$ cat src/rtl/olsc_defines.svh
// olsc_defines.svh: offsets, field positions, reset values and timing counts
// assumes byte offsets on a 32-bit register port and a 20 MHz mclk
`ifndef OLSC_DEFINES_SVH
`define OLSC_DEFINES_SVH
`define OLSC_OFF_LINE_SEL   8'h00
`define OLSC_OFF_OUT_CFG    8'h04
`define OLSC_OFF_SOFT_CMD   8'h08
`define OLSC_OFF_SNAPSHOT   8'h0C
`define OLSC_OFF_CTR_PICK   8'h10
`define OLSC_OFF_CTR_EN     8'h14
`define OLSC_OFF_CTR_TRIG   8'h18
`define OLSC_OFF_CTR_TARGET 8'h1C
`define OLSC_OFF_CTR_STATE  8'h20
`define OLSC_OFF_CTR_VALUE  8'h24
`define OLSC_OFF_CTR_START  8'h28
`define OLSC_OFF_IRQ_STAT   8'h2C
`define OLSC_OFF_IRQ_MASK   8'h30
`define OLSC_CFG_SRC_LSB    0
`define OLSC_CFG_SRC_MSB    1
`define OLSC_SRC_ILLEGAL    2'h3
`define OLSC_RST_ALL        '0
`define OLSC_CLK_NS         50
`define OLSC_TICK_NS        1000
`define OLSC_TICK_CYC       (`OLSC_TICK_NS / `OLSC_CLK_NS)
`define OLSC_PULSE_NS       10000
`define OLSC_PULSE_CYC      ((`OLSC_PULSE_NS + `OLSC_CLK_NS - 1) / `OLSC_CLK_NS)
`define OLSC_TICK_W         5
`define OLSC_PULSE_W        8
`endif

$ cat src/rtl/olsc_pkg.sv
// olsc_pkg.sv: types of the output line and counter block
// assumes olsc_defines.svh is on the include path
package olsc_pkg;
	`include "olsc_defines.svh"
	typedef enum logic [1:0] {drive_low, software_driven, pulse_on_soft_command} olsc_src_t;
	typedef enum logic [1:0] {trig_off, trig_line1, trig_line2, trig_soft} olsc_trig_t;
	typedef enum logic [2:0] {ctr_idle, ctr_waiting, ctr_running, ctr_done, ctr_overflowed} olsc_ctr_state_t;
	typedef struct packed {
		logic      static_level_value;
		logic      soft_latch_select;
		olsc_src_t output_drive_source;
	} olsc_out_cfg_t;
	typedef struct packed {
		logic                      pin;
		logic [`OLSC_PULSE_W-1:0] pulse_left;
	} olsc_line_st_t;
	typedef struct packed {
		olsc_ctr_state_t state;
		logic [31:0]     value;
		logic            done_ev;
		logic            ovf_ev;
	} olsc_ctr_st_t;
endpackage

$ cat src/rtl/olsc_if.sv
// olsc_if.sv: carriers between the top and its line and counter units
// assumes every end runs on mclk
`timescale 1ns/1ps
interface olsc_line_if import olsc_pkg::*; ();
	olsc_out_cfg_t cfg;
	logic          cmd;
	logic          pin;
	modport ctl  (output cfg, output cmd, input pin);
	modport unit (input cfg, input cmd, output pin);
endinterface // olsc_line_if

interface olsc_ctr_if import olsc_pkg::*; ();
	logic            enable;
	olsc_trig_t      trig;
	logic [31:0]     target;
	logic            start;
	logic            tick;
	olsc_ctr_state_t state;
	logic [31:0]     value;
	logic            done_ev;
	logic            ovf_ev;
	modport ctl  (output enable, trig, target, start, tick, input state, value, done_ev, ovf_ev);
	modport unit (input enable, trig, target, start, tick, output state, value, done_ev, ovf_ev);
endinterface // olsc_ctr_if

$ cat src/rtl/olsc_out_line.sv
// olsc_out_line.sv: one output line driven statically, by latch or by pulse
// assumes cmd is a one-cycle pulse from the top
`timescale 1ns/1ps
`include "olsc_defines.svh"
module olsc_out_line import olsc_pkg::*; (
	// clock and reset
	input wire logic   mclk,
	input wire logic   rstn,
	// control side
	olsc_line_if.unit  l
);
	localparam logic [`OLSC_PULSE_W-1:0] PULSE_LAST = `OLSC_PULSE_W'(`OLSC_PULSE_CYC - 1);
	olsc_line_st_t q, d;

	always_comb begin
		d = q;
		unique case (l.cfg.output_drive_source)
			software_driven: begin
				d.pulse_left = '0;
				if (!l.cfg.soft_latch_select || l.cmd) begin
					d.pin = l.cfg.static_level_value;
				end
			end
			pulse_on_soft_command: begin
				if (l.cmd) begin
					d.pulse_left = PULSE_LAST;
					d.pin        = 1'b1;
				end else if (q.pulse_left != '0) begin
					d.pulse_left = q.pulse_left - 8'h01;
				end else begin
					d.pin = 1'b0;
				end
			end
			default: begin
				d.pin        = 1'b0;
				d.pulse_left = '0;
			end
		endcase
	end

	always_ff @(posedge mclk) begin
		if (!rstn) begin
			q <= `OLSC_RST_ALL;
		end else begin
			q <= d;
		end
	end

	assign l.pin = q.pin;
endmodule // olsc_out_line

$ cat src/rtl/olsc_counter.sv
// olsc_counter.sv: one 32-bit duration counter with a five-state status
// assumes start and tick are one-cycle pulses
`timescale 1ns/1ps
module olsc_counter import olsc_pkg::*; (
	// clock and reset
	input wire logic  mclk,
	input wire logic  rstn,
	// control side
	olsc_ctr_if.unit  c
);
	olsc_ctr_st_t q, d;

	always_comb begin
		d         = q;
		d.done_ev = 1'b0;
		d.ovf_ev  = 1'b0;
		if (!c.enable || c.trig == trig_off) begin
			d.state = ctr_idle;
		end else begin
			unique case (q.state)
				ctr_idle: d.state = ctr_waiting;
				ctr_waiting: begin
					if (c.start) begin
						d.state = ctr_running;
						d.value = 32'h0;
					end
				end
				ctr_running: begin
					if (q.value == 32'hFFFFFFFF) begin
						d.state  = ctr_overflowed;
						d.ovf_ev = 1'b1;
					end else if (q.value == c.target) begin
						d.state   = ctr_done;
						d.done_ev = 1'b1;
					end else if (c.tick) begin
						d.value = q.value + 32'h1;
					end
				end
				ctr_done, ctr_overflowed: d.state = q.state;
				default: d.state = ctr_idle;
			endcase
		end
	end

	always_ff @(posedge mclk) begin
		if (!rstn) begin
			q <= '0;
		end else begin
			q <= d;
		end
	end

	assign c.state   = q.state;
	assign c.value   = q.value;
	assign c.done_ev = q.done_ev;
	assign c.ovf_ev  = q.ovf_ev;
endmodule // olsc_counter

$ cat src/rtl/olsc_top.sv
// olsc_top.sv: software-driven output lines, all-lines snapshot, two counters
// assumes one 20 MHz mclk, synchronous line inputs and a one-cycle register port
//
// Contract
// - latch off: the output follows the stored static level directly.
// - latch mode: the output pin changes only on a command bit.
// - snapshot read returns every line level now, line 1 in bit 0.
// - any command value accepted; each one bit commands its output, several at once.
// - command bit 0 is output 1 (line 3), bit 1 output 2, upward.
// - on command: latched outputs take static level, pulse outputs fire.
// - commands reach only software-controlled outputs; other sources ignore them.
// - two counters; a pick setting routes counter config and status accesses.
// - counter enable setting: off disables, active enables the picked counter.
// - counter reconfiguration only while disabled; software disables first.
// - counter state is idle while the trigger choice is off.
// - enabled, trigger chosen, no start yet: state is waiting.
// - after its start trigger the counter reports running while counting.
// - count reaching target stops counting and shows done.
// - count reaching its largest value shows overflowed.
// - a started counter counts up from zero toward the target.
// - active static level closes the output circuit, inactive opens it.
`timescale 1ns/1ps
`include "olsc_defines.svh"
module olsc_top import olsc_pkg::*; (
	// clock and reset
	input  wire logic        mclk,
	input  wire logic        rstn,
	// register port
	input  wire logic [7:0]  reg_addr,
	input  wire logic [31:0] reg_wdata,
	input  wire logic        reg_wr,
	input  wire logic        reg_rd,
	output logic      [31:0] reg_rdata,
	// lines 1-2 are inputs, lines 3-6 are outputs 1-4
	input  wire logic [1:0]  gpi_level,
	output logic      [3:0]  out_close,
	// interrupt
	output logic             irq
);
	localparam logic [`OLSC_TICK_W-1:0] TICK_LAST = `OLSC_TICK_W'(`OLSC_TICK_CYC - 1);

	typedef struct packed {
		logic [1:0]                 line_sel;
		olsc_out_cfg_t [3:0]        cfg;
		logic                       counter_pick;
		logic [1:0]                 counter_enable_setting;
		olsc_trig_t [1:0]           counter_trigger_choice;
		logic [1:0][31:0]           counter_target;
		logic [5:0]                 irq_stat;
		logic [5:0]                 irq_mask;
		logic [31:0]                rdata;
		logic [`OLSC_TICK_W-1:0]    tick_cnt;
		logic                       tick;
		logic [1:0]                 gpi_prev;
	} olsc_top_st_t;

	function automatic logic hit(input logic [7:0] addr, input logic [7:0] off);
		return addr == off;
	endfunction

	function automatic logic [31:0] pick_word(input logic p, input logic [31:0] w0, input logic [31:0] w1);
		return p ? w1 : w0;
	endfunction

	olsc_top_st_t    q;
	olsc_top_st_t    d;
	logic            p;
	logic [3:0]      soft_command_bits;
	logic [3:0]      pins;
	logic [3:0]      pulse_mask;
	logic [1:0]      start;
	logic [1:0]      rise;
	logic [1:0]      done_ev;
	logic [1:0]      ovf_ev;
	logic [5:0]      w1c;
	olsc_ctr_state_t cst [2];
	logic [31:0]     cval [2];
	logic [31:0]     pick_state;
	logic [31:0]     pick_value;

	olsc_line_if line_if [4] ();
	olsc_ctr_if  ctr_if [2] ();

	// output units, bit i of the command is output i+1
	for (genvar i = 0; i < 4; i++) begin : g_line
		assign line_if[i].cmd = soft_command_bits[i];
		assign line_if[i].cfg = q.cfg[i];
		assign pins[i]        = line_if[i].pin;
		assign pulse_mask[i]  = q.cfg[i].output_drive_source == pulse_on_soft_command;

		olsc_out_line u_line (
			.mclk (mclk),
			.rstn (rstn),
			.l    (line_if[i])
		);

	end

	// counter units
	for (genvar i = 0; i < 2; i++) begin : g_ctr
		assign ctr_if[i].enable = q.counter_enable_setting[i];
		assign ctr_if[i].trig   = q.counter_trigger_choice[i];
		assign ctr_if[i].target = q.counter_target[i];
		assign ctr_if[i].start  = start[i];
		assign ctr_if[i].tick   = q.tick;
		assign cst[i]           = ctr_if[i].state;
		assign cval[i]          = ctr_if[i].value;
		assign done_ev[i]       = ctr_if[i].done_ev;
		assign ovf_ev[i]        = ctr_if[i].ovf_ev;

		olsc_counter u_ctr (
			.mclk (mclk),
			.rstn (rstn),
			.c    (ctr_if[i])
		);

	end

	assign pick_state = pick_word(p, 32'(cst[0]), 32'(cst[1]));
	assign pick_value = pick_word(p, cval[0], cval[1]);

	always_comb begin
		d          = q;
		p          = q.counter_pick;
		rise       = gpi_level & ~q.gpi_prev;
		d.gpi_prev = gpi_level;

		// microsecond tick sets the counting rate
		d.tick     = q.tick_cnt == TICK_LAST;
		d.tick_cnt = d.tick ? '0 : q.tick_cnt + 5'h01;

		soft_command_bits = (reg_wr && hit(reg_addr, `OLSC_OFF_SOFT_CMD)) ? reg_wdata[3:0] : 4'h0;

		// start source of each counter
		for (int c = 0; c < 2; c++) begin
			unique case (q.counter_trigger_choice[c])
				trig_off:   start[c] = 1'b0;
				trig_line1: start[c] = rise[0];
				trig_line2: start[c] = rise[1];
				trig_soft:  start[c] = reg_wr && hit(reg_addr, `OLSC_OFF_CTR_START)
					&& (p == c[0]) && reg_wdata[0];
			endcase
		end

		if (reg_wr) begin
			case (reg_addr)
				`OLSC_OFF_LINE_SEL: d.line_sel = reg_wdata[1:0];
				`OLSC_OFF_OUT_CFG: begin
					// an illegal source code would leave the line undefined, so drop it
					if (reg_wdata[`OLSC_CFG_SRC_MSB:`OLSC_CFG_SRC_LSB] != `OLSC_SRC_ILLEGAL) begin
						d.cfg[q.line_sel] = olsc_out_cfg_t'(reg_wdata[3:0]);
					end
				end
				`OLSC_OFF_CTR_PICK: d.counter_pick = reg_wdata[0];
				`OLSC_OFF_CTR_EN: d.counter_enable_setting[p] = reg_wdata[0];
				`OLSC_OFF_CTR_TRIG: begin
					if (!q.counter_enable_setting[p]) begin
						d.counter_trigger_choice[p] = olsc_trig_t'(reg_wdata[1:0]);
					end
				end
				`OLSC_OFF_CTR_TARGET: begin
					if (!q.counter_enable_setting[p]) begin
						d.counter_target[p] = reg_wdata;
					end
				end
				`OLSC_OFF_IRQ_MASK: d.irq_mask = reg_wdata[5:0];
				default: ;
			endcase
		end

		// a new event on the clearing edge survives the clear
		w1c        = (reg_wr && hit(reg_addr, `OLSC_OFF_IRQ_STAT)) ? reg_wdata[5:0] : 6'h00;
		d.irq_stat = (q.irq_stat & ~w1c) | {rise, ovf_ev, done_ev};

		d.rdata = 32'h0;
		if (reg_rd) begin
			case (reg_addr)
				`OLSC_OFF_LINE_SEL:   d.rdata = {30'h0, q.line_sel};
				`OLSC_OFF_OUT_CFG:    d.rdata = {28'h0, q.cfg[q.line_sel]};
				`OLSC_OFF_SNAPSHOT:   d.rdata = {26'h0, pins, gpi_level};
				`OLSC_OFF_CTR_PICK:   d.rdata = {31'h0, p};
				`OLSC_OFF_CTR_EN:     d.rdata = {31'h0, q.counter_enable_setting[p]};
				`OLSC_OFF_CTR_TRIG:   d.rdata = {30'h0, q.counter_trigger_choice[p]};
				`OLSC_OFF_CTR_TARGET: d.rdata = q.counter_target[p];
				`OLSC_OFF_CTR_STATE:  d.rdata = pick_state;
				`OLSC_OFF_CTR_VALUE:  d.rdata = pick_value;
				`OLSC_OFF_IRQ_STAT:   d.rdata = {26'h0, q.irq_stat};
				`OLSC_OFF_IRQ_MASK:   d.rdata = {26'h0, q.irq_mask};
				// command, start and unmapped words read zero
				default:              d.rdata = 32'h0;
			endcase
		end
	end

	always_ff @(posedge mclk) begin
		if (!rstn) begin
			q <= `OLSC_RST_ALL;
		end else begin
			q <= d;
		end
	end

	assign reg_rdata = q.rdata;
	assign out_close = pins;
	assign irq       = |(q.irq_stat & q.irq_mask);
endmodule // olsc_top

$ cat config.mk
export PLATFORM = sky130hd
export DESIGN_NAME = olsc_top
export DESIGN_NICKNAME = d
export VERILOG_FILES = /design/src/rtl/olsc_pkg.sv /design/src/rtl/olsc_if.sv /design/src/rtl/olsc_out_line.sv /design/src/rtl/olsc_counter.sv /design/src/rtl/olsc_top.sv
export VERILOG_INCLUDE_DIRS = /design/src /design/src/rtl
export SDC_FILE = /design/constraint.sdc
export NUM_CORES = 1
export LEC_CHECK = 0
export BUFFER_PORTS_ARGS = -buffer_cell sky130_fd_sc_hd__buf_2
export CAP_MARGIN = 20
export CORE_ASPECT_RATIO = 1.4
export CORE_MARGIN = 10
export CORE_UTILIZATION = 45
export DETAILED_ROUTE_END_ITERATION = 16
export PLACE_DENSITY = 0.66
export SETUP_SLACK_MARGIN = 0.3
export SYNTH_ARGS = -nofsm -noshare
export SYNTH_HDL_FRONTEND = slang
export SYNTH_SLANG_ARGS = --single-unit
export TNS_END_PERCENT = 30
$ cat constraint.sdc
create_clock -name mclk -period 6.8 [get_ports mclk]
set_clock_uncertainty 0.15 [all_clocks]
set_input_delay 0.68 -clock mclk [delete_from_list [all_inputs] [get_ports mclk]]
set_output_delay 0.68 -clock mclk [all_outputs]
set_load 0.005 [all_outputs]
==> metrics.txt <==
Tmin final=between 3 and 4 ns; Synth Instances=about 1700; CP arrival=around 3.7 ns; core area=roughly 0.029 mm²; PD cells=roughly 220 mW/mm²; synth top area cells=dfxtp_1 38%, nand2_1 7.6%, mux2i_1 6.1%; area of the multi-input gates=0.00754 mm²; P_sw=0.678 mW; # setup viols final=0; CTS Root Buffer Type=clkbuf_16; syn avg cell area=~8.1 µm²; Crit Reg-Reg Endpoint=g_ctr[0].u_ctr.c.value[12]; Layout area overhead=9.59%; R2R Path Start=g_ctr[0].u_ctr.c.value[0]; IO Pins=between 80 and 90; HPWL Detailed=~28000 µm; Inserted Diodes=0; Sw Share=0.214; clock share of power=0.511; Synth Flop Type=dfxtp_1; synthesized cell area=0.0134 mm²; Netlist cell types=between 70 and 80; fmax=about 290 MHz; largest net degree at the start of global routing=93; status=completed; async set or reset register ratio after synthesis=0; total grt overflow=0; global router's overall resource usage=0.206; CP max FO=32; final hold vios=0; r2r setup slk=approximately 3.4 ns; Tcrit/Tclk final=0.506; Die Wd=between 150 and 200 µm; first-pass GRT wire length=64000 µm; Setup Buffers After CTS=0; residual DRC count=0; number of synthesized flops with an enable pin=0; part of the power in registers=0.466; initial core utilization=0.457; WHS Endpoint=ctr_if[1].target[23]; maxcap violations=0; Peak VDD IR=between 0.15 and 0.2 mV; Worst setup SP type=flip-flop; Gate power share=0.023; leakage power=4.83 nW; row cnt=74; fill count=about 2800; Cell Area, Placed=0.0137 mm²; CTS tree=yes; worst r2r path cells=8; antenna violations before repair=0; H-tree depth=1; CP required=7.08 ns; Yosys Warn Count=0; post-place setup slack=between 3 and 4 ns; aggregate routed wire length=between 30000 and 40000 µm; DRT antenna net count=0; RSZ-0062 raised after global routing=no; area leader, netlist=dfxtp_1; commonest non-fill, non-tap cell in the layout=nand2_1; GP Congestion=roughly 0.9; Die Span Y=about 220 µm; Max Transition Viols Final=0; Reg clk slew, reported paths=about 0.07 ns; share of the synthesized area in the top cell type=0.376; Setup TNS Final=0 ns; Hold Startpoint=reg_wdata[23]; P_int=approximately 2.5 mW; CP Capture Type=flip-flop; vias=roughly 12000; Final Cell Area=approximately 0.015 mm²; post-synthesis sequential area ratio=0.376; final net count=1705; total die area=approximately 0.037 mm²; WL per Instance=a little under 20 µm; Clock Latency Late Sink=roughly 0.54 ns; WS Path Type=reg -> reg; post-cts sizing count=0; I/O Buffers=82; Worst Hold Class=in -> reg; TritonCTS Buffers=26; clock sink total=~250; Vias per Instance=approximately 6; Worst Tran Pin Value=around 1.0 ns; storage element area=between 0.005 and 0.006 mm²; Hold Path Depth=3; Syn Nets=1724; setup slack after layout=3.36 ns; vias in the first global route=about 12000; most frequent cells in the layout=269 x nand2_1, 250 x dfxtp_1, 178 x nor2_1; DR pass1 iterations=7; Iter 0 DRT Violations=about 960; hold buffer count at CTS=0; Max Buffers Root-to-Sink=3; Synth Register Bits=around 250; Rel. slew slack=0.304; layout cell share with drive strength beyond 1=0.128
-- power groups by stage --
| stage | Sequential (mW) | Combinational [mW] | Clock [mW] |
|---|---|---|---|
| 5_1_grt | 1.47 | 0.0773 | 1.70 |
| 2_1_floorplan | 1.51 | 0.0347 | 0 |
| 6_report | 1.48 | 0.0716 | 1.62 |
| 4_1_cts | 1.48 | 0.0709 | 1.64 |
| 3_5_place_dp | 1.51 | 0.0705 | 0 |
| 3_3_place_gp | 1.51 | 0.0700 | 0 |
-- layout make-up --
type / instances / share of cell area
Multi-Input combinational cell: 1237 / 0.515
Sequential cell: 251 / 0.343
Inverter: 28 / 0.00735
Tap cell: 380 / 0.0325
Timing Repair Buffer: 96 / 0.0352
Clock buffer: 32 / 0.0501
Clock inverter: 16 / 0.0163
-- synthesized netlist by cell type (3+ instances only) --
cell      instances
ha_1             19
dfxtp_1         251
o21a_1            6
o221a_2          21
nand3_1          51
nor3_1           27
xnor2_1          72
a41oi_1           6
mux4_2            4
o211ai_1          3
or3_1            21
nand2b_1          8
buf_4            40
nand2_1         269
and2_1           13
nor4_1           13
or4_1            15
nor4b_1           7
o21ai_0          54
nor3b_1           4
or3b_2            3
o32ai_1           4
mux2i_1          82
a221oi_1          7
a22oi_1          21
xor2_1           16
a31oi_1          13
inv_1            28
or2_2            10
buf_1             9
nor2b_1           6
buf_2            23
and3_1           14
clkbuf_1         68
a222oi_1          3
clkbuf_2          3
o22a_1           26
nand3b_1          9
o21bai_1          3
nand4_1          27
a21oi_1         156
a21o_1            4
nor2_1          178
-- critical path, cell delays in order (launching register included) --
cell and delay [ns]:
dfxtp_1 0.49, ha_1 0.25, nand3_1 0.18, nor4_4 0.47
nand3_2 0.26, a21bo_2 0.29, a21o_1 0.81, nor2_1 0.11
o221a_2 0.30
-- registers in the layout, indices dropped and copies added, names as in the netlist --
signal,count
g_ctr.u_ctr.c.ovf_ev,2
reg_rdata,32
g_line.u_line.q,32
g_ctr.u_ctr.c.state,6
ctr_if.enable,2
ctr_if.target,64
line_if.cfg,16
ctr_if.trig,4
g_ctr.u_ctr.c.done_ev,2
q,21
ctr_if.tick,1
g_line.u_line.l.pin,4
g_ctr.u_ctr.c.value,64
p,1
-- metrics by stage --
step / total power, mW / hold WS [ns] / cells / util
floorplan: 1.54 / 0.263 / 1659 / -
global placement: 1.58 / 0.281 / 1991 / 0.467
detailed placement: 1.58 / 0.286 / 1991 / 0.467
CTS: 3.19 / 0.222 / 2039 / 0.500
global route: 3.25 / 0.243 / 2040 / 0.501
finish: 3.16 / 0.239 / 2040 / 0.501
-- per-layer routing --
metal / vias up / global-route usage / share of wire
li1: 5753 / - / -
met1: 5673 / 0.243 / 0.40
met2: 441 / 0.365 / 0.49
met3: 85 / 0.0315 / 0.068
met4: 0 / 0.0828 / 0.039
met5: - / 0 / 0
-- kinds of logic after synthesis --
group           after synthesis  synth area share
simple gates                700             0.252
compound gates              343             0.166
flops                       251             0.376
buf+inv                     171            0.0617
xor+xnor                     88            0.0577
mux                          87            0.0690
fa+ha+maj                    19            0.0178
-- how the worst max path moves through the flow --
| stage | cells past startpoint | start | to |
|---|---|---|---|
| 2_1_floorplan | 7 | reg_addr[2] | line_if[1].cfg[3] |
| 3_3_place_gp | 8 | reg_addr[4] | g_ctr[0].u_ctr.c.value[26] |
| 3_5_place_dp | 8 | reg_addr[4] | g_ctr[0].u_ctr.c.value[26] |
| 4_1_cts | 8 | g_ctr[0].u_ctr.c.value[0] | g_ctr[0].u_ctr.c.value[12] |
| 5_1_grt | 8 | g_ctr[0].u_ctr.c.value[0] | g_ctr[0].u_ctr.c.value[31] |
| 6_report | 8 | g_ctr[0].u_ctr.c.value[0] | g_ctr[0].u_ctr.c.value[12] |
Note: power is estimated with default switching activity, not from simulation.
